File: src/verilog/psta_pkg.sv
// Constants, register map and enumerations of the program-space table-access block.
// Assumes a 32-bit AHB-Lite register bus and a 16-bit wide program memory array port.
package psta_pkg;

	// ------------------------------------------------------------
	// Register byte offsets
	// ------------------------------------------------------------
	localparam logic [7:0] PSTA_OFF_PAGE   = 8'h00;
	localparam logic [7:0] PSTA_OFF_EA     = 8'h04;
	localparam logic [7:0] PSTA_OFF_WDATA  = 8'h08;
	localparam logic [7:0] PSTA_OFF_CMD    = 8'h0C;
	localparam logic [7:0] PSTA_OFF_RDATA  = 8'h10;
	localparam logic [7:0] PSTA_OFF_STATUS = 8'h14;

	// ------------------------------------------------------------
	// Field positions
	// ------------------------------------------------------------
	localparam int unsigned PSTA_CMD_OP_LSB   = 0;
	localparam int unsigned PSTA_CMD_BYTE_BIT = 2;
	localparam int unsigned PSTA_CMD_INC_BIT  = 3;
	localparam int unsigned PSTA_ST_BUSY_BIT  = 0;
	localparam int unsigned PSTA_ST_CFG_BIT   = 1;
	localparam int unsigned PSTA_ST_IGN_BIT   = 2;
	localparam int unsigned PSTA_PAGE_CFG_BIT = 7;

	// ------------------------------------------------------------
	// Reset values and address steps
	// ------------------------------------------------------------
	localparam logic [7:0]  PSTA_PAGE_RST  = 8'h00;
	localparam logic [15:0] PSTA_EA_RST    = 16'h0000;
	localparam logic [15:0] PSTA_DATA_RST  = 16'h0000;
	localparam logic [31:0] PSTA_BUS_RST   = 32'h0000_0000;
	localparam logic [15:0] PSTA_WORD_STEP = 16'h0002;
	localparam logic [15:0] PSTA_BYTE_STEP = 16'h0001;

	// ------------------------------------------------------------
	// Enumerations
	// ------------------------------------------------------------
	typedef enum logic [1:0] {
		PSTA_OP_RD_LO = 2'h0,
		PSTA_OP_RD_HI = 2'h1,
		PSTA_OP_WR_LO = 2'h2,
		PSTA_OP_WR_HI = 2'h3
	} psta_op_t;

	typedef enum logic [1:0] {
		PSTA_ST_IDLE   = 2'h0,
		PSTA_ST_SETUP  = 2'h1,
		PSTA_ST_ACCESS = 2'h3
	} psta_state_t;

endpackage

File: src/verilog/psta_if.sv
// Carriers between the table-access top and its two helper modules.
// Assumes all parties run on the same clock.

// ------------------------------------------------------------
// Bus phase tracker to register file
// ------------------------------------------------------------
interface psta_bus_if;
	logic       wr_en;
	logic       rd_en;
	logic       rd_wait;
	logic [7:0] addr;
	modport cap  (output wr_en, output rd_en, output rd_wait, output addr);
	modport regs (input wr_en, input rd_en, input rd_wait, input addr);
endinterface

// ------------------------------------------------------------
// Sequencer to byte-lane formatter
// ------------------------------------------------------------
interface psta_lane_if;
	import psta_pkg::*;
	psta_op_t    op;
	logic        byte_mode;
	logic        bsel;
	logic [15:0] wdata;
	logic [15:0] rdata;
	logic [15:0] rd_fmt;
	logic [15:0] wr_data;
	logic [1:0]  wr_strb;
	modport core (output op, output byte_mode, output bsel, output wdata, output rdata,
		input rd_fmt, input wr_data, input wr_strb);
	modport lane (input op, input byte_mode, input bsel, input wdata, input rdata,
		output rd_fmt, output wr_data, output wr_strb);
endinterface

File: src/verilog/psta_ahb_cap.sv
// AHB-Lite phase tracker: turns address phases into write and read strobes.
// Assumes single word transfers; reads take one wait state so data comes from a flop.
module psta_ahb_cap
	import psta_pkg::*;
(
	input  wire logic       clk,
	input  wire logic       rst,
	input  wire logic       hsel,
	input  wire logic [7:0] haddr_lo,
	input  wire logic [1:0] htrans,
	input  wire logic       hwrite,
	input  wire logic       hready,
	psta_bus_if.cap         bus
);

	typedef struct packed {
		logic       ph_wr;
		logic       ph_rd;
		logic [7:0] addr;
	} psta_cap_t;

	psta_cap_t cap_reg;
	psta_cap_t cap_next;

	// Address phase accepted on NONSEQ or SEQ with hready high
	always_comb begin
		cap_next = cap_reg;
		cap_next.ph_wr = hsel & htrans[1] & hready & hwrite;
		cap_next.ph_rd = hsel & htrans[1] & hready & ~hwrite;
		if (hsel & htrans[1] & hready) begin
			cap_next.addr = haddr_lo;
		end
	end

	// State register
	always_ff @(posedge clk or posedge rst) begin
		if (rst) begin
			cap_reg <= '0;
		end else begin
			cap_reg <= cap_next;
		end
	end

	// Strobes to the register file
	assign bus.wr_en   = cap_reg.ph_wr;
	assign bus.rd_en   = cap_reg.ph_rd;
	assign bus.rd_wait = cap_reg.ph_rd; // First read data cycle is a wait state
	assign bus.addr    = cap_reg.addr;

endmodule

File: src/verilog/psta_lane.sv
// Byte-lane formatter for table reads and writes of program words.
// Assumes high-space words hold the upper program byte in bits 7:0; bits 15:8 are phantom.
module psta_lane
	import psta_pkg::*;
(
	input  wire logic clk,
	input  wire logic rst,
	psta_lane_if.lane lane
);

	// Read formatting per operation and mode
	function automatic logic [15:0] psta_read_fmt(psta_op_t op, logic bm, logic bs,
		logic [15:0] d);
		logic [15:0] f;
		f = 16'h0000;
		if (op == PSTA_OP_RD_LO) begin
			f = bm ? {8'h00, (bs ? d[15:8] : d[7:0])} : d;
		end else if (op == PSTA_OP_RD_HI) begin
			f = {8'h00, ((bm & bs) ? 8'h00 : d[7:0])};
		end
		return f;
	endfunction

	// Write strobes; a phantom byte write selects no lane
	function automatic logic [1:0] psta_write_strb(psta_op_t op, logic bm, logic bs);
		logic [1:0] s;
		s = 2'h0;
		if (op == PSTA_OP_WR_LO) begin
			s = bm ? (bs ? 2'h2 : 2'h1) : 2'h3;
		end else if (op == PSTA_OP_WR_HI) begin
			s = (bm & bs) ? 2'h0 : 2'h1;
		end
		return s;
	endfunction

	// Formatter outputs
	assign lane.rd_fmt  = psta_read_fmt(lane.op, lane.byte_mode, lane.bsel, lane.rdata);
	assign lane.wr_strb = psta_write_strb(lane.op, lane.byte_mode, lane.bsel);
	assign lane.wr_data = lane.byte_mode ? {lane.wdata[7:0], lane.wdata[7:0]} : lane.wdata;

	// Read format checks
	a_lo_word_read: assert property (@(posedge clk) disable iff (rst)
		(lane.op == PSTA_OP_RD_LO && !lane.byte_mode) |-> lane.rd_fmt == lane.rdata)
		else $error("low word read altered the data");
	a_lo_byte_read: assert property (@(posedge clk) disable iff (rst)
		(lane.op == PSTA_OP_RD_LO && lane.byte_mode) |-> lane.rd_fmt ==
		{8'h00, (lane.bsel ? lane.rdata[15:8] : lane.rdata[7:0])})
		else $error("low byte read picked the wrong byte");
	a_hi_word_read: assert property (@(posedge clk) disable iff (rst)
		(lane.op == PSTA_OP_RD_HI && !lane.byte_mode) |->
		(lane.rd_fmt[15:8] == 8'h00 && lane.rd_fmt[7:0] == lane.rdata[7:0]))
		else $error("high word read wrong");
	a_hi_byte_read: assert property (@(posedge clk) disable iff (rst)
		(lane.op == PSTA_OP_RD_HI && lane.byte_mode && !lane.bsel) |->
		lane.rd_fmt == {8'h00, lane.rdata[7:0]})
		else $error("high byte read wrong");
	a_phantom_zero: assert property (@(posedge clk) disable iff (rst)
		(lane.op == PSTA_OP_RD_HI && lane.byte_mode && lane.bsel) |-> lane.rd_fmt == 16'h0000)
		else $error("phantom byte read not zero");

endmodule

File: src/verilog/psta_top.sv
// Program-space table-access block: registers on AHB-Lite, sequencer to the program array.
// Assumes the array answers the mem_req held here with a one-cycle mem_ack.

// Operation
// - Low table operations reach the lower 16-bit word of any program address directly.
// - High table operations are the only data path to the upper 8 bits of a program word.
// - The program address steps by two for each successive program word.
// - Low operations select the low-word space and high operations the upper-byte space.
// - Every table read or write works in byte mode and in 16-bit word mode.
// - A word-mode low read returns program bits 15:0 unchanged.
// - A byte-mode low read returns the upper byte when byte select is one, else the lower.
// - A word-mode high read returns program bits 23:16 low with bits 15:8 forced to zero.
// - A byte-mode high read delivers the selected upper-word byte into data bits 7:0.
// - A byte-mode high read of the phantom byte returns zero.
// - Low and high table writes store single bytes or 16-bit words at a program address.
// - Each table operation takes its memory region from the table page register.
// - Page bit 7 clear selects user space and set selects configuration space.
// - The program space window is suspended while a table operation runs.
module psta_top
	import psta_pkg::*;
(
	input  wire logic        clk,
	input  wire logic        rst,
	input  wire logic        hsel,
	input  wire logic [31:0] haddr,
	input  wire logic [1:0]  htrans,
	input  wire logic        hwrite,
	input  wire logic [2:0]  hsize,
	input  wire logic        hready,
	input  wire logic [31:0] hwdata,
	output logic      [31:0] hrdata,
	output logic             hreadyout,
	output logic             hresp,
	output logic             mem_req,
	output logic             mem_we,
	output logic             mem_hi,
	output logic      [22:0] mem_addr,
	output logic      [15:0] mem_wdata,
	output logic      [1:0]  mem_wstrb,
	input  wire logic [15:0] mem_rdata,
	input  wire logic        mem_ack,
	output logic             cfg_space,
	output logic             psv_suspend
);

	// ------------------------------------------------------------
	// State
	// ------------------------------------------------------------
	typedef struct packed {
		psta_state_t st;
		logic [7:0]  page;
		logic [15:0] ea;
		logic [15:0] wdata;
		logic [15:0] rdata;
		psta_op_t    op;
		logic        byte_mode;
		logic        inc;
		logic [7:0]  op_page;
		logic [15:0] op_ea;
		logic [15:0] op_wdata;
		logic        ignored;
		logic        mem_req;
		logic        mem_we;
		logic        mem_hi;
		logic [22:0] mem_addr;
		logic [15:0] mem_wdata;
		logic [1:0]  mem_wstrb;
		logic        cfg;
		logic        suspend;
		logic [31:0] hrdata;
	} psta_core_t;

	psta_core_t  core_reg;
	psta_core_t  core_next;
	logic        done;
	logic [31:0] rd_mux;

	psta_bus_if  bus ();
	psta_lane_if lane ();

	// ------------------------------------------------------------
	// Helper modules
	// ------------------------------------------------------------
	psta_ahb_cap u_cap (
		.clk      (clk),
		.rst      (rst),
		.hsel     (hsel),
		.haddr_lo (haddr[7:0]),
		.htrans   (htrans),
		.hwrite   (hwrite),
		.hready   (hready),
		.bus      (bus.cap)
	);

	psta_lane u_lane (
		.clk  (clk),
		.rst  (rst),
		.lane (lane.lane)
	);

	// Formatter controls and write data come from the latched operation; read data comes straight from the array
	assign lane.op        = core_reg.op;
	assign lane.byte_mode = core_reg.byte_mode;
	assign lane.bsel      = core_reg.op_ea[0];
	assign lane.wdata     = core_reg.op_wdata;
	assign lane.rdata     = mem_rdata;

	// ------------------------------------------------------------
	// Register read multiplexer
	// ------------------------------------------------------------
	always_comb begin
		rd_mux = PSTA_BUS_RST;
		unique case (bus.addr)
			PSTA_OFF_PAGE:   rd_mux = {24'h00_0000, core_reg.page};
			PSTA_OFF_EA:     rd_mux = {16'h0000, core_reg.ea};
			PSTA_OFF_WDATA:  rd_mux = {16'h0000, core_reg.wdata};
			PSTA_OFF_CMD:    rd_mux = {28'h000_0000, core_reg.inc, core_reg.byte_mode,
				core_reg.op};
			PSTA_OFF_RDATA:  rd_mux = {16'h0000, core_reg.rdata};
			PSTA_OFF_STATUS: rd_mux = {29'h0000_0000, core_reg.ignored,
				core_reg.page[PSTA_PAGE_CFG_BIT], core_reg.suspend};
			default:         rd_mux = PSTA_BUS_RST; // Unmapped reads as zero
		endcase
	end

	// ------------------------------------------------------------
	// Register file and table operation sequencer
	// ------------------------------------------------------------
	always_comb begin
		core_next = core_reg;
		done = 1'b0;
		if (bus.rd_en) begin
			core_next.hrdata = rd_mux;
		end
		// Software writes
		if (bus.wr_en) begin
			unique case (bus.addr)
				PSTA_OFF_PAGE:  core_next.page = hwdata[7:0];
				PSTA_OFF_EA:    core_next.ea = hwdata[15:0];
				PSTA_OFF_WDATA: core_next.wdata = hwdata[15:0];
				PSTA_OFF_CMD: begin
					if (core_reg.st == PSTA_ST_IDLE) begin
						core_next.op        = psta_op_t'(hwdata[PSTA_CMD_OP_LSB +: 2]);
						core_next.byte_mode = hwdata[PSTA_CMD_BYTE_BIT];
						core_next.inc       = hwdata[PSTA_CMD_INC_BIT];
						core_next.op_page   = core_reg.page;
						core_next.op_ea     = core_reg.ea;
						core_next.op_wdata  = core_reg.wdata;
						core_next.suspend   = 1'b1;
						core_next.st        = PSTA_ST_SETUP;
					end else begin
						core_next.ignored = 1'b1; // Command while busy is dropped
					end
				end
				PSTA_OFF_STATUS: begin
					if (hwdata[PSTA_ST_IGN_BIT]) begin
						core_next.ignored = 1'b0;
					end
				end
				default: begin
				end
			endcase
		end
		unique case (core_reg.st)
			PSTA_ST_IDLE: begin
			end
			PSTA_ST_SETUP: begin
				core_next.mem_addr  = {core_reg.op_page, core_reg.op_ea[15:1]};
				core_next.mem_hi    = core_reg.op[0];
				core_next.mem_we    = core_reg.op[1];
				core_next.mem_wdata = lane.wr_data;
				core_next.mem_wstrb = lane.wr_strb;
				core_next.cfg       = core_reg.op_page[PSTA_PAGE_CFG_BIT];
				if (core_reg.op[1] && lane.wr_strb == 2'h0) begin
					done = 1'b1; // Phantom byte write touches nothing
				end else begin
					core_next.mem_req = 1'b1;
					core_next.st      = PSTA_ST_ACCESS;
				end
			end
			PSTA_ST_ACCESS: begin
				if (mem_ack) begin
					core_next.mem_req = 1'b0;
					if (!core_reg.op[1]) begin
						core_next.rdata = lane.rd_fmt;
					end
					done = 1'b1;
				end
			end
			default: core_next.st = PSTA_ST_IDLE; // Illegal code recovers
		endcase
		// Completion and optional post-increment
		if (done) begin
			core_next.st        = PSTA_ST_IDLE;
			core_next.suspend   = 1'b0;
			core_next.mem_we    = 1'b0;
			core_next.mem_wstrb = 2'h0;
			if (core_reg.inc) begin
				core_next.ea = core_reg.op_ea + (core_reg.byte_mode ? PSTA_BYTE_STEP :
					PSTA_WORD_STEP);
			end
		end
	end

	// State register
	always_ff @(posedge clk or posedge rst) begin
		if (rst) begin
			core_reg       <= '0;
			core_reg.st    <= PSTA_ST_IDLE;
			core_reg.page  <= PSTA_PAGE_RST;
			core_reg.ea    <= PSTA_EA_RST;
			core_reg.wdata <= PSTA_DATA_RST;
			core_reg.rdata <= PSTA_DATA_RST;
		end else begin
			core_reg <= core_next;
		end
	end

	// ------------------------------------------------------------
	// Outputs
	// ------------------------------------------------------------
	assign hrdata      = core_reg.hrdata;
	assign hreadyout   = ~bus.rd_wait;
	assign hresp       = 1'b0; // Always OKAY
	assign mem_req     = core_reg.mem_req;
	assign mem_we      = core_reg.mem_we;
	assign mem_hi      = core_reg.mem_hi;
	assign mem_addr    = core_reg.mem_addr;
	assign mem_wdata   = core_reg.mem_wdata;
	assign mem_wstrb   = core_reg.mem_wstrb;
	assign cfg_space   = core_reg.cfg;
	assign psv_suspend = core_reg.suspend;

	// ------------------------------------------------------------
	// Checks
	// ------------------------------------------------------------
	a_lo_space_sel: assert property (@(posedge clk) disable iff (rst)
		(mem_req && !core_reg.op[0]) |-> !mem_hi)
		else $error("low operation reached the upper byte space");
	a_hi_space_sel: assert property (@(posedge clk) disable iff (rst)
		(mem_req && core_reg.op[0]) |-> mem_hi)
		else $error("high operation missed the upper byte space");
	a_space_pair: assert property (@(posedge clk) disable iff (rst)
		$rose(mem_req) |-> (mem_hi == $past(core_reg.op[0])) && mem_addr[14:0] ==
		$past(core_reg.op_ea[15:1]))
		else $error("space or word index wrong at request");
	a_ea_word_step: assert property (@(posedge clk) disable iff (rst)
		(core_reg.st == PSTA_ST_ACCESS && mem_ack && core_reg.inc && !core_reg.byte_mode)
		|=> core_reg.ea == $past(core_reg.op_ea) + 16'h0002)
		else $error("address did not step by two");
	a_addr_concat: assert property (@(posedge clk) disable iff (rst)
		mem_req |-> mem_addr == {core_reg.op_page, core_reg.op_ea[15:1]})
		else $error("array address not page above effective address");
	a_page_source: assert property (@(posedge clk) disable iff (rst)
		(bus.wr_en && bus.addr == PSTA_OFF_CMD && core_reg.st == PSTA_ST_IDLE)
		|=> core_reg.op_page == $past(core_reg.page) ##2 mem_addr[22:15] == core_reg.op_page)
		else $error("operation did not take the table page");
	a_cfg_select: assert property (@(posedge clk) disable iff (rst)
		mem_req |-> cfg_space == core_reg.op_page[PSTA_PAGE_CFG_BIT])
		else $error("user or configuration space wrong");
	a_psv_hold: assert property (@(posedge clk) disable iff (rst)
		(core_reg.st != PSTA_ST_IDLE) |-> psv_suspend)
		else $error("window not suspended during table operation");
	a_write_store: assert property (@(posedge clk) disable iff (rst)
		(mem_req && core_reg.op[1]) |-> mem_we && mem_wstrb != 2'h0)
		else $error("table write without store strobes");
	a_byte_strobe: assert property (@(posedge clk) disable iff (rst)
		(mem_req && mem_we && core_reg.byte_mode) |-> $onehot(mem_wstrb))
		else $error("byte write touched more than one lane");
	a_req_held: assert property (@(posedge clk) disable iff (rst)
		(mem_req && !mem_ack) |=> mem_req && $stable(mem_addr))
		else $error("request dropped before acknowledge");

	// Array port lanes per operation
	a_word_lanes: assert property (@(posedge clk) disable iff (rst)
		(mem_req && mem_we && !mem_hi && !core_reg.byte_mode) |-> mem_wstrb == 2'h3)
		else $error("low word write did not store both lanes");
	a_hi_lane: assert property (@(posedge clk) disable iff (rst)
		(mem_req && mem_we && mem_hi) |-> mem_wstrb == 2'h1)
		else $error("high write touched more than the upper byte lane");

	// Completion, post-increment and refusal
	a_done_release: assert property (@(posedge clk) disable iff (rst)
		(core_reg.st == PSTA_ST_ACCESS && mem_ack) |=> !mem_req && !psv_suspend &&
		core_reg.st == PSTA_ST_IDLE)
		else $error("operation did not release the array and the window");
	a_ea_byte_step: assert property (@(posedge clk) disable iff (rst)
		(core_reg.st == PSTA_ST_ACCESS && mem_ack && core_reg.inc && core_reg.byte_mode)
		|=> core_reg.ea == $past(core_reg.op_ea) + 16'h0001)
		else $error("byte mode address did not step by one");
	a_phantom_write: assert property (@(posedge clk) disable iff (rst)
		(core_reg.st == PSTA_ST_SETUP && core_reg.op == PSTA_OP_WR_HI &&
		core_reg.byte_mode && core_reg.op_ea[0]) |=> !mem_req && core_reg.st == PSTA_ST_IDLE)
		else $error("phantom byte write reached the array");
	a_busy_refuse: assert property (@(posedge clk) disable iff (rst)
		(bus.wr_en && bus.addr == PSTA_OFF_CMD && core_reg.st != PSTA_ST_IDLE)
		|=> core_reg.ignored && $stable(core_reg.op))
		else $error("command while busy was not refused");

	// Bus answer timing
	a_read_wait: assert property (@(posedge clk) disable iff (rst)
		bus.rd_wait |-> !hreadyout ##1 hreadyout)
		else $error("read wait state not exactly one cycle");

endmodule
File: config.mk
export PLATFORM = sky130hd
export DESIGN_NAME = psta_top
export DESIGN_NICKNAME = d
export VERILOG_FILES = /design/src/verilog/psta_pkg.sv /design/src/verilog/psta_if.sv /design/src/verilog/psta_ahb_cap.sv /design/src/verilog/psta_lane.sv /design/src/verilog/psta_top.sv
export SDC_FILE = /design/constraint.sdc
export NUM_CORES = 1
export LEC_CHECK = 0
export ABC_AREA = 1
export BUFFER_PORTS_ARGS = -buffer_cell sky130_fd_sc_hd__clkbuf_2
export CAP_MARGIN = 20
export CORE_MARGIN = 1.5
export CORE_UTILIZATION = 53
export CTS_CLUSTER_SIZE = 24
export DETAILED_ROUTE_END_ITERATION = 8
export GPL_TIMING_DRIVEN = 0
export PLACE_DENSITY_LB_ADDON = 0.2
export SLEW_MARGIN = 20
export SYNTH_ARGS = -nofsm -noshare
export SYNTH_HDL_FRONTEND = slang
export SYNTH_SLANG_ARGS = --single-unit
File: constraint.sdc
create_clock -name clk -period 11.62 [get_ports clk]
set_input_delay 0 -clock clk [delete_from_list [all_inputs] [get_ports clk]]
set_output_delay 0 -clock clk [all_outputs]
set_load 0.1 [all_outputs]
==> flow_summary.yaml, run 1 <==
setup_path:
  r2r-start: "core_reg[180]"
  rr_endpoint: "core_reg[124]"
  slowest_delay_ps: 590
  cpMostUsedCell: "nor2_1"
  end_kind: "flop"
  path_cells: "ha_1 > nand2_1 > nor2_1 > buf_2 > nor2_1 > a31oi_1 > dlygate4sd3_1"
  path_max_fanout: 10
  slowest_stage: "dlygate4sd3_1"
  path_class: "flop to flop"
  arrival_ps: 2860
  cp.required_ps: 11990
  cp-start-kind: "flop"
  r2r_cells: 7
  r2r_slack_ps: 9130
route:
  vias: 7650
  drt_wl_total_um: 22900
  wl_per_cell_um: 15.2
  antenna_left: 0
  dr.pass1.iters: 5
  drc: 0
  drt-vias-per-instance: 5.09
  first_iter_violations: 675
yosys:
  syn_area_sq_um: 8770
  netlist_instances: 1081
  ys_seq_area_frac: 0.497
  syn_avg_cell_area_sq_um: 8.11
  yosysWarnings: 0
  ys_ff_latch: 174
  synth.distinct_cells: 37
floorplanning:
  initial_core_util: 0.548
  die_h_um: 132
  dieWidth_um: 132
  io_pins: 171
  coreArea_sq_um: 16000
  dieArea_sq_um: 17300
  rows: 46
job:
  drv_cap: 0
cells_and_area:
  syn_to_final_growth_pct: 23.2
  fin_nets: 1376
  final.fill_count: 1376
  final_common_cell: "nand2_1"
  drive_gt1_frac: 0.210
  n_antenna_cell: 0
  largest_reg_flops: 84
  final_cell_mix: "nand2_1 (380), dfrtp_1 (174), clkbuf_2 (109)"
worst_hold_path:
  worstHoldStart: "htrans[1]"
  whs_endpoint: "u_cap.bus.addr[5]"
  hp-class: "primary input to flop"
  whs_path_depth: 4
cts:
  cts_tree: "done"
  cts_buffers: 17
  cts_resized: 0
  cts_sinks: 174
  clk-insertion-delay-late_ps: 430
  htreeDepth: 4
  cts_setup_buffers: 0
  cts-root-buf: "clkbuf_16"
  clockBufferDepth: 2
  clkSlewWorstSetupHoldPaths_ps: 70
timing:
  slew_headroom: 0.553
  timing.final.hold_violations: 0
  rsz0062_at_grt: "no"
  fin_tns_setup_ps: 0
  period_minus_slack_ps: 2490
  whs_ps: 83.2
  worst_pin_slew_ps: 671
  finalCritPeriodShare: 0.215
  skew_ps: 8.88
  clock.fmax_mhz: 401
  finalWorstSetupSlack_ps: 9130
  drv_slew: 0
  setup_viol: 0
global_routing:
  grt_pass1_vias: 7248
  track_usage: 0.274
  grt_max_degree: 102
  grt_overflow: 0
  grt_pass1_wl_um: 37100
  antenna_found_initial: 0
place:
  globalplace.congestion: 0.923
  io_buffers: 109
  hpwl_um: 16600
  post-place-ws_ps: 9370
power:
  irDropWorstVdd_mv: 0.108
  power_density_nw_per_um2: 151
  p_leak_nw: 5.85
run_status:
  run_status: "finished, final reports clean"
worst max-delay path: cells and delay by family, from the launching register on:
family	cells	cell delay, ps
buffers and inverters	2	920
and+or+nand+nor	3	700
DFF	1	430
adders and majority gates	1	210
AOI/OAI and AO/OA	1	170
cell families (layout without fill, tap and decap cells):
group,Yosys count,in the layout,synth area share
other cells,1,17,0.000428
simple gates,558,558,0.265
xor+xnor,7,7,0.00699
flops,174,174,0.497
mux,5,5,0.00642
fa+ha+maj,10,10,0.0151
buf+inv,188,379,0.121
compound gates,138,138,0.0874
through the flow:
step	power, mW	utilization	cell area [sq um]	cells
global placement	1.01	0.603	9640	1422
finish	1.63	0.675	10800	1504
floorplan	0.929	-	8830	1097
global route	1.69	0.675	10800	1504
CTS	1.63	0.675	10800	1504
detailed placement	1.01	0.605	9680	1423
layer usage:
metal  GRT usage  vias to the layer above  routed length (um)
met5           0                        -                   0
met4       0.103                        0                 648
met3      0.0386                       44                1200
met2       0.455                      274               11100
met1       0.367                     3597               10000
li1            -                     3735                   -
layout make-up:
cell class | count | area, sq um | area share
sequential | 174 | 4350 | 0.403
clock buffer | 20 | 437 | 0.0404
buffer | 114 | 787 | 0.0729
clock inverter | 12 | 193 | 0.0178
inverter | 74 | 285 | 0.0264
tap | 216 | 270 | 0.0250
multi-input combinational | 735 | 3410 | 0.316
timing repair buffer | 159 | 1060 | 0.0985
cells in the mapped netlist:
cell type    n  area [sq um]
buf_1        1          3.75
o21bai_1     4          30.0
nor2_4       7          78.8
inv_1       67           251
a31oi_1      6          37.5
clkbuf_1    20          75.1
or2_0        1          6.26
and2_1       1          6.26
nor2_2       1          6.26
o21ai_1     11          55.1
nand3_2      1          10.0
dfrtp_1    174          4350
nand2_4      2          22.5
buf_6        8          90.1
clkinv_1     2          7.51
o21ai_0     88           440
nor2_8       1          20.0
nor2_1      64           240
fa_1         1          20.0
buf_2        8          40.0
o211ai_1     7          52.6
or2_2        1          6.26
a21oi_1     11          55.1
nand2_1    380          1430
nand2_2      4          25.0
o31ai_1      1          7.51
inv_2        5          18.8
ha_1         9           113
mux2_2       5          56.3
a21oi_2      3          26.3
nor3_1       6          30.0
conb_1       1          3.75
o21ai_2      7          61.3
buf_4       77           578
xor2_1       7          61.3
nand4_1      3          18.8
nand3_1     86           430
worst max path at each step:
| stage | from | end | slack (ps) | cells past startpoint |
|---|---|---|---|---|
| 2_1_floorplan | rst | core_reg[100] | 6900 | 1 |
| 3_3_place_gp | rst | core_reg[123] | 4980 | 2 |
| 3_5_place_dp | lane.byte_mode | core_reg[170] | 9370 | 9 |
| 4_1_cts | core_reg[180] | core_reg[126] | 9200 | 7 |
| 5_1_grt | core_reg[180] | core_reg[123] | 8980 | 7 |
| 6_report | core_reg[180] | core_reg[124] | 9130 | 7 |
report_power, final:
group          internal [mW]  switching [mW]  total (mW)  leakage [nW]
Sequential             0.648          0.0282       0.676          2.21
Clock                  0.380           0.233       0.613         0.300
Combinational         0.0814           0.258       0.339          3.34
Total                   1.11           0.519        1.63          5.85
what timing repair did:
| item | CTS | global route |
|---|---|---|
| hold buffers | 49 | 0 |
| setup endpoints to repair | 0 | 0 |
| hold endpoints to repair | 142 | 0 |
No activity file was read; power rests on OpenSTA's default activity.
==> inputs of run 2 (changes only) <==
==> constraint.sdc (replaced) <==
create_clock -name clk -period 2.4 [get_ports clk]
set_input_delay 0 -clock clk [delete_from_list [all_inputs] [get_ports clk]]
set_output_delay 0 -clock clk [all_outputs]
set_load 0.1 [all_outputs]
==> run 2 against run 1 <==
  * Non-clock buffer count is 1 higher
  * Power grew to 4.8 times the previous value
  * Utilization is 0.20 points higher
  * First-iteration DRC count is 16% higher
  * Worst hold slack worse by 83 ps
  * Sequential share of layout area is 0.11 points lower
  * Clock power grew to 4.6 times the previous value
  * Critical endpoint is now core_reg[129]
  * Largest cell class unchanged
==> flow_summary.yaml, run 2 (same netlist as run 1, synthesis figures left out) <==
place:
  dpl-instance-area_sq_um: 9770
  globalplace.congestion: 0.905
  dp_cells: 1428
  hpwl_um: 17300
  io_buffers: 109
cts:
  cts_sinks: 174
  cts-root-buf: "clkbuf_16"
  clockBufferDepth: 2
  clkSlewWorstSetupHoldPaths_ps: 60
  clk-insertion-delay-late_ps: 430
  htreeDepth: 4
  cts_setup_buffers: 0
  cts_buffers: 17
  cts_tree: "done"
cells_and_area:
  fin_nets: 1377
  drive_gt1_frac: 0.215
  syn_to_final_growth_pct: 23.5
  final_cell_count_no_fill: 1504
  n_antenna_cell: 0
  final_common_cell: "nand2_1"
  final_util: 0.677
  final.fill_count: 1331
  largest_reg_flops: 84
  final_cell_mix: "nand2_1 (380), dfrtp_1 (173), clkbuf_2 (109)"
  stdcell_area_sq_um: 10800
setup_path:
  path_max_fanout: 10
  path_class: "flop to flop"
  end_kind: "flop"
  arrival_ps: 2530
  cp-start-kind: "flop"
  cp.required_ps: 2710
floorplanning:
  initial_core_util: 0.548
  dieArea_sq_um: 17300
  coreArea_sq_um: 16000
  io_pins: 171
  rows: 46
  die_h_um: 132
  dieWidth_um: 132
route:
  wl_per_cell_um: 15.4
  antenna_left: 0
  dr.pass1.iters: 5
  first_iter_violations: 783
  drc: 0
  drt-vias-per-instance: 5.08
  vias: 7636
  drt_wl_total_um: 23200
global_routing:
  track_usage: 0.280
  grt_overflow: 0
  grt_max_degree: 34
  grt_pass1_wl_um: 37900
  antenna_found_initial: 0
  grt_pass1_vias: 7288
timing:
  period_minus_slack_ps: 2220
  setup_viol: 0
  fin_tns_setup_ps: 0
  drv_slew: 0
  slew_headroom: 0.591
  worst_pin_slew_ps: 614
  finalCritPeriodShare: 0.925
  timing.final.hold_violations: 0
  rsz0062_at_grt: "no"
  skew_ps: 7.25
  clock.fmax_mhz: 451
worst_hold_path:
  hp-class: "primary input to flop"
power:
  power_mw: 7.74
  p_leak_nw: 5.86
  clkPwrFrac: 0.361
  comb_power_share: 0.215
  p_switching_mw: 2.50
  p_sw_frac: 0.323
  power_density_nw_per_um2: 715
  seqPwrFrac: 0.423
  internal-power_mw: 5.24
  irDropWorstVdd_mv: 0.627
job:
  drv_cap: 0
run_status:
  run_status: "finished, final reports clean"
-- run 2: through the flow --
stage                     hold slack, ps  setup slack [ps]
after global placement               193              -902
after global routing                7.05              51.5
after CTS                           1.70              28.9
after floorplan                     66.4               175
after detailed placement            -126               115
final                              0.595               180
-- run 2: final timing paths --
check | startpoint | endpoint | slack [ps] | cells after the start
max in group asynchronous | rst | hrdata[5] | 1000 | 7
setup reg to reg | core_reg[180] | core_reg[129] | 180 | 6
hold / removal | mem_rdata[7] | core_reg[130] | 0.6 | 4
min in group asynchronous | rst | mem_addr[13] | 560 | 4
hold reg to reg | lane.wdata[10] | lane.wdata[10] | 470 | 2
setup / recovery | core_reg[180] | core_reg[129] | 180 | 6
-- run 2: what timing repair did --
item,in CTS,in global routing
setup endpoints to repair,0,7
hold endpoints to repair,186,0
hold buffers,45,0
gates resized for setup,0,3
-- run 2: per-layer routing --
layer  track usage  wire length (um)
met5             0                 0
met4        0.0938               571
met3        0.0444              1360
met2         0.470             11300
met1         0.372             10000
-- run 2: cell type report --
class | count | area, sq um | area share
clock inverter | 5 | 77.6 | 0.00716
timing repair buffer | 160 | 1120 | 0.104
multi-input combinational | 735 | 3410 | 0.315
tap | 216 | 270 | 0.0250
inverter | 74 | 285 | 0.0263
sequential | 174 | 4360 | 0.402
buffer | 114 | 787 | 0.0727
clock buffer | 26 | 519 | 0.0480
-- run 2: power groups by stage --
stage / Clock, mW / Combinational [mW] / Sequential (mW)
final: 2.80 / 1.67 / 3.28
after global routing: 2.96 / 1.81 / 3.30
after CTS: 2.82 / 1.67 / 3.28
after detailed placement: 0 / 1.61 / 3.32
after global placement: 0 / 1.56 / 3.32
after floorplan: 0 / 1.02 / 3.48
-- run 2: worst max-delay path, cell delays in order (launching register included) --
cell and delay, ps:
dfrtp_1 440, ha_1 220, nand2_1 170, nor2_2 320, buf_2 280, a31oi_1 110
dlygate4sd3_1 570
==> inputs of run 3 (changes only) <==
--- a/config.mk
+++ b/config.mk
@@ -5,7 +5,7 @@
 export SDC_FILE = /design/constraint.sdc
 export NUM_CORES = 1
 export LEC_CHECK = 0
-export ABC_AREA = 1
+export ABC_AREA = 0
 export BUFFER_PORTS_ARGS = -buffer_cell sky130_fd_sc_hd__clkbuf_2
 export CAP_MARGIN = 20
 export CORE_MARGIN = 1.5
==> run 3 against run 2 <==
  * Clock skew up 0.97 ps
  * Critical path depth up 2
  * Synthesized area down 3.8%
  * Clock-buffer cell count down 6
  * First-iteration DRC count down 52%
  * Sequential cell count unchanged
  * Sequential power up 16%
  * Combinational power up 77%
  * Worst setup slack worse by 69 ps
  * Largest cell class unchanged
==> flow_summary.yaml, run 3 <==
run_status:
  run_status: "finished, final reports clean"
setup_path:
  end_kind: "flop"
  path_class: "flop to flop"
  path_max_fanout: 10
  cp-start-kind: "flop"
  cp.required_ps: 2700
  arrival_ps: 2580
cells_and_area:
  final_common_cell: "dfrtp_1"
  final_cell_count_no_fill: 1094
  n_antenna_cell: 0
  drive_gt1_frac: 0.410
  largest_reg_flops: 84
  syn_to_final_growth_pct: 24.2
  final_util: 0.681
  final_cell_mix: "dfrtp_1 (174), clkbuf_2 (109), mux2_2 (103)"
  fin_nets: 973
route:
  drc: 0
  drt_wl_total_um: 20400
  wl_per_cell_um: 18.7
  antenna_left: 0
  drt-vias-per-instance: 5.50
  first_iter_violations: 379
  vias: 6015
  dr.pass1.iters: 7
timing:
  finalCritPeriodShare: 0.954
  slew_headroom: 0.366
  drv_slew: 0
  whs_ps: 84.0
  rsz0062_at_grt: "no"
  skew_ps: 8.22
  setup_viol: 0
  timing.final.hold_violations: 0
  clock.fmax_mhz: 437
  worst_pin_slew_ps: 944
  period_minus_slack_ps: 2290
worst_hold_path:
  hp-class: "primary input to flop"
floorplanning:
  rows: 45
  die_h_um: 129
  coreArea_sq_um: 15400
  io_pins: 171
  dieWidth_um: 129
  dieArea_sq_um: 16700
  initial_core_util: 0.549
yosys:
  yosys-top-cells-area: "dfrtp_1 (52%), mux2_2 (14%), buf_4 (6.6%), mux2i_1 (4.5%), o2bb2ai_1 (2.0%)"
  synth_edf_count: 0
  ys_ff_latch: 174
  synthArstFlopShare: 1.00
  synth.most_common_cell: "dfrtp_1"
  synth_top_area_cell: "dfrtp_1"
  synth_common_cells: "dfrtp_1 (174), mux2_2 (103), buf_4 (74)"
  syn_area_sq_um: 8430
  netlist_instances: 680
  syn_avg_cell_area_sq_um: 12.4
  synth_ff_type: "dfrtp_1"
  yosysWarnings: 0
  synth.distinct_cells: 55
  ys_seq_area_frac: 0.516
  synth_top_cell_area_share: 0.516
cts:
  cts-root-buf: "clkbuf_16"
  clk-insertion-delay-late_ps: 430
  clockBufferDepth: 2
  cts_tree: "done"
  cts_sinks: 174
  htreeDepth: 4
  cts_buffers: 17
  cts_setup_buffers: 0
  clkSlewWorstSetupHoldPaths_ps: 60
global_routing:
  grt_overflow: 0
  antenna_found_initial: 0
  grt_max_degree: 37
  grt_pass1_vias: 6104
  grt_pass1_wl_um: 32000
  track_usage: 0.257
place:
  dp_cells: 1021
  hpwl_um: 15100
  globalplace.congestion: 0.872
  io_buffers: 109
power:
  irDropWorstVdd_mv: 0.607
  power_density_nw_per_um2: 912
  power_mw: 9.55
  p_leak_nw: 5.29
job:
  drv_cap: 0
run 3: where the power goes:
part	total, mW	internal, mW	leakage [nW]	switching [mW]
clock	2.80	1.68	0.284	1.12
sequential	3.81	3.40	2.27	0.411
combinational	2.95	0.895	2.73	2.05
run 3: timing repair:
| action | CTS | global route |
|---|---|---|
| hold buffers | 43 | 0 |
| setup endpoints to repair | 10 | 20 |
| pin swaps | 0 | 1 |
| endpoints found under the hold margin | 156 | 0 |
| gates resized for setup | 1 | 2 |
| cloned | 0 | 0 |
run 3: cell type report:
class,instances,area (sq um)
fill,1130,4900
sequential,174,4350
multi-input combinational,407,3430
timing repair buffer,157,1080
buffer,104,698
clock buffer,20,457
tap,211,264
clock inverter,10,140
inverter,11,45.0
run 3: final timing paths:
kind / startpoint / endpoint / slack (ps) / cells past startpoint
worst max-delay path: core_reg[180] / core_reg[165] / 110 / 8
worst min-delay path: htrans[1] / u_cap.bus.rd_en / 80 / 3
worst max register to register: core_reg[180] / core_reg[165] / 110 / 8
worst min register to register: core_reg[137] / core_reg[137] / 490 / 2
max in group asynchronous: rst / core_reg[177] / 1300 / 6
min in group asynchronous: rst / mem_hi / 140 / 3
run 3: kinds of logic (layout without fill, tap and decap cells):
kind of cell | count (synthesis) | after routing | synth area share
adder cells (fa/ha/maj) | 10 | 10 | 0.0157
AO/OA/AOI/OAI | 103 | 103 | 0.0867
AND/OR/NAND/NOR | 111 | 111 | 0.0721
flip-flops | 174 | 174 | 0.516
other | 1 | 17 | 0.000445
XOR/XNOR | 12 | 12 | 0.0125
buffers and inverters | 115 | 302 | 0.0877
multiplexers | 154 | 154 | 0.208
run 3: worst max-delay path, stage by stage (launching register included):
cell and delay [ps]:
dfrtp_1 460, inv_1 120, ha_1 140, buf_2 260, nand2_1 190, o221ai_4 330, nand2_1 210, buf_2 280
mux2i_1 170
run 3: through the flow:
step / setup WS [ps] / cell area, sq um / setup TNS, ps
after global placement: -751 / 9310 / -129920
after detailed placement: -203 / 9420 / -1910
after floorplan: 175 / 8500 / 0
after global routing: 4.36 / 10500 / 0
after CTS: 30.2 / 10500 / 0
final: 111 / 10500 / 0
run 3: layer usage:
layer / routed length, um / global-route usage / vias to the layer above
li1: - / - / 2742
met1: 8690 / 0.334 / 3026
met4: 391 / 0.0872 / 0
met2: 10200 / 0.429 / 207
met3: 1190 / 0.0566 / 40
met5: 0 / 0 / -
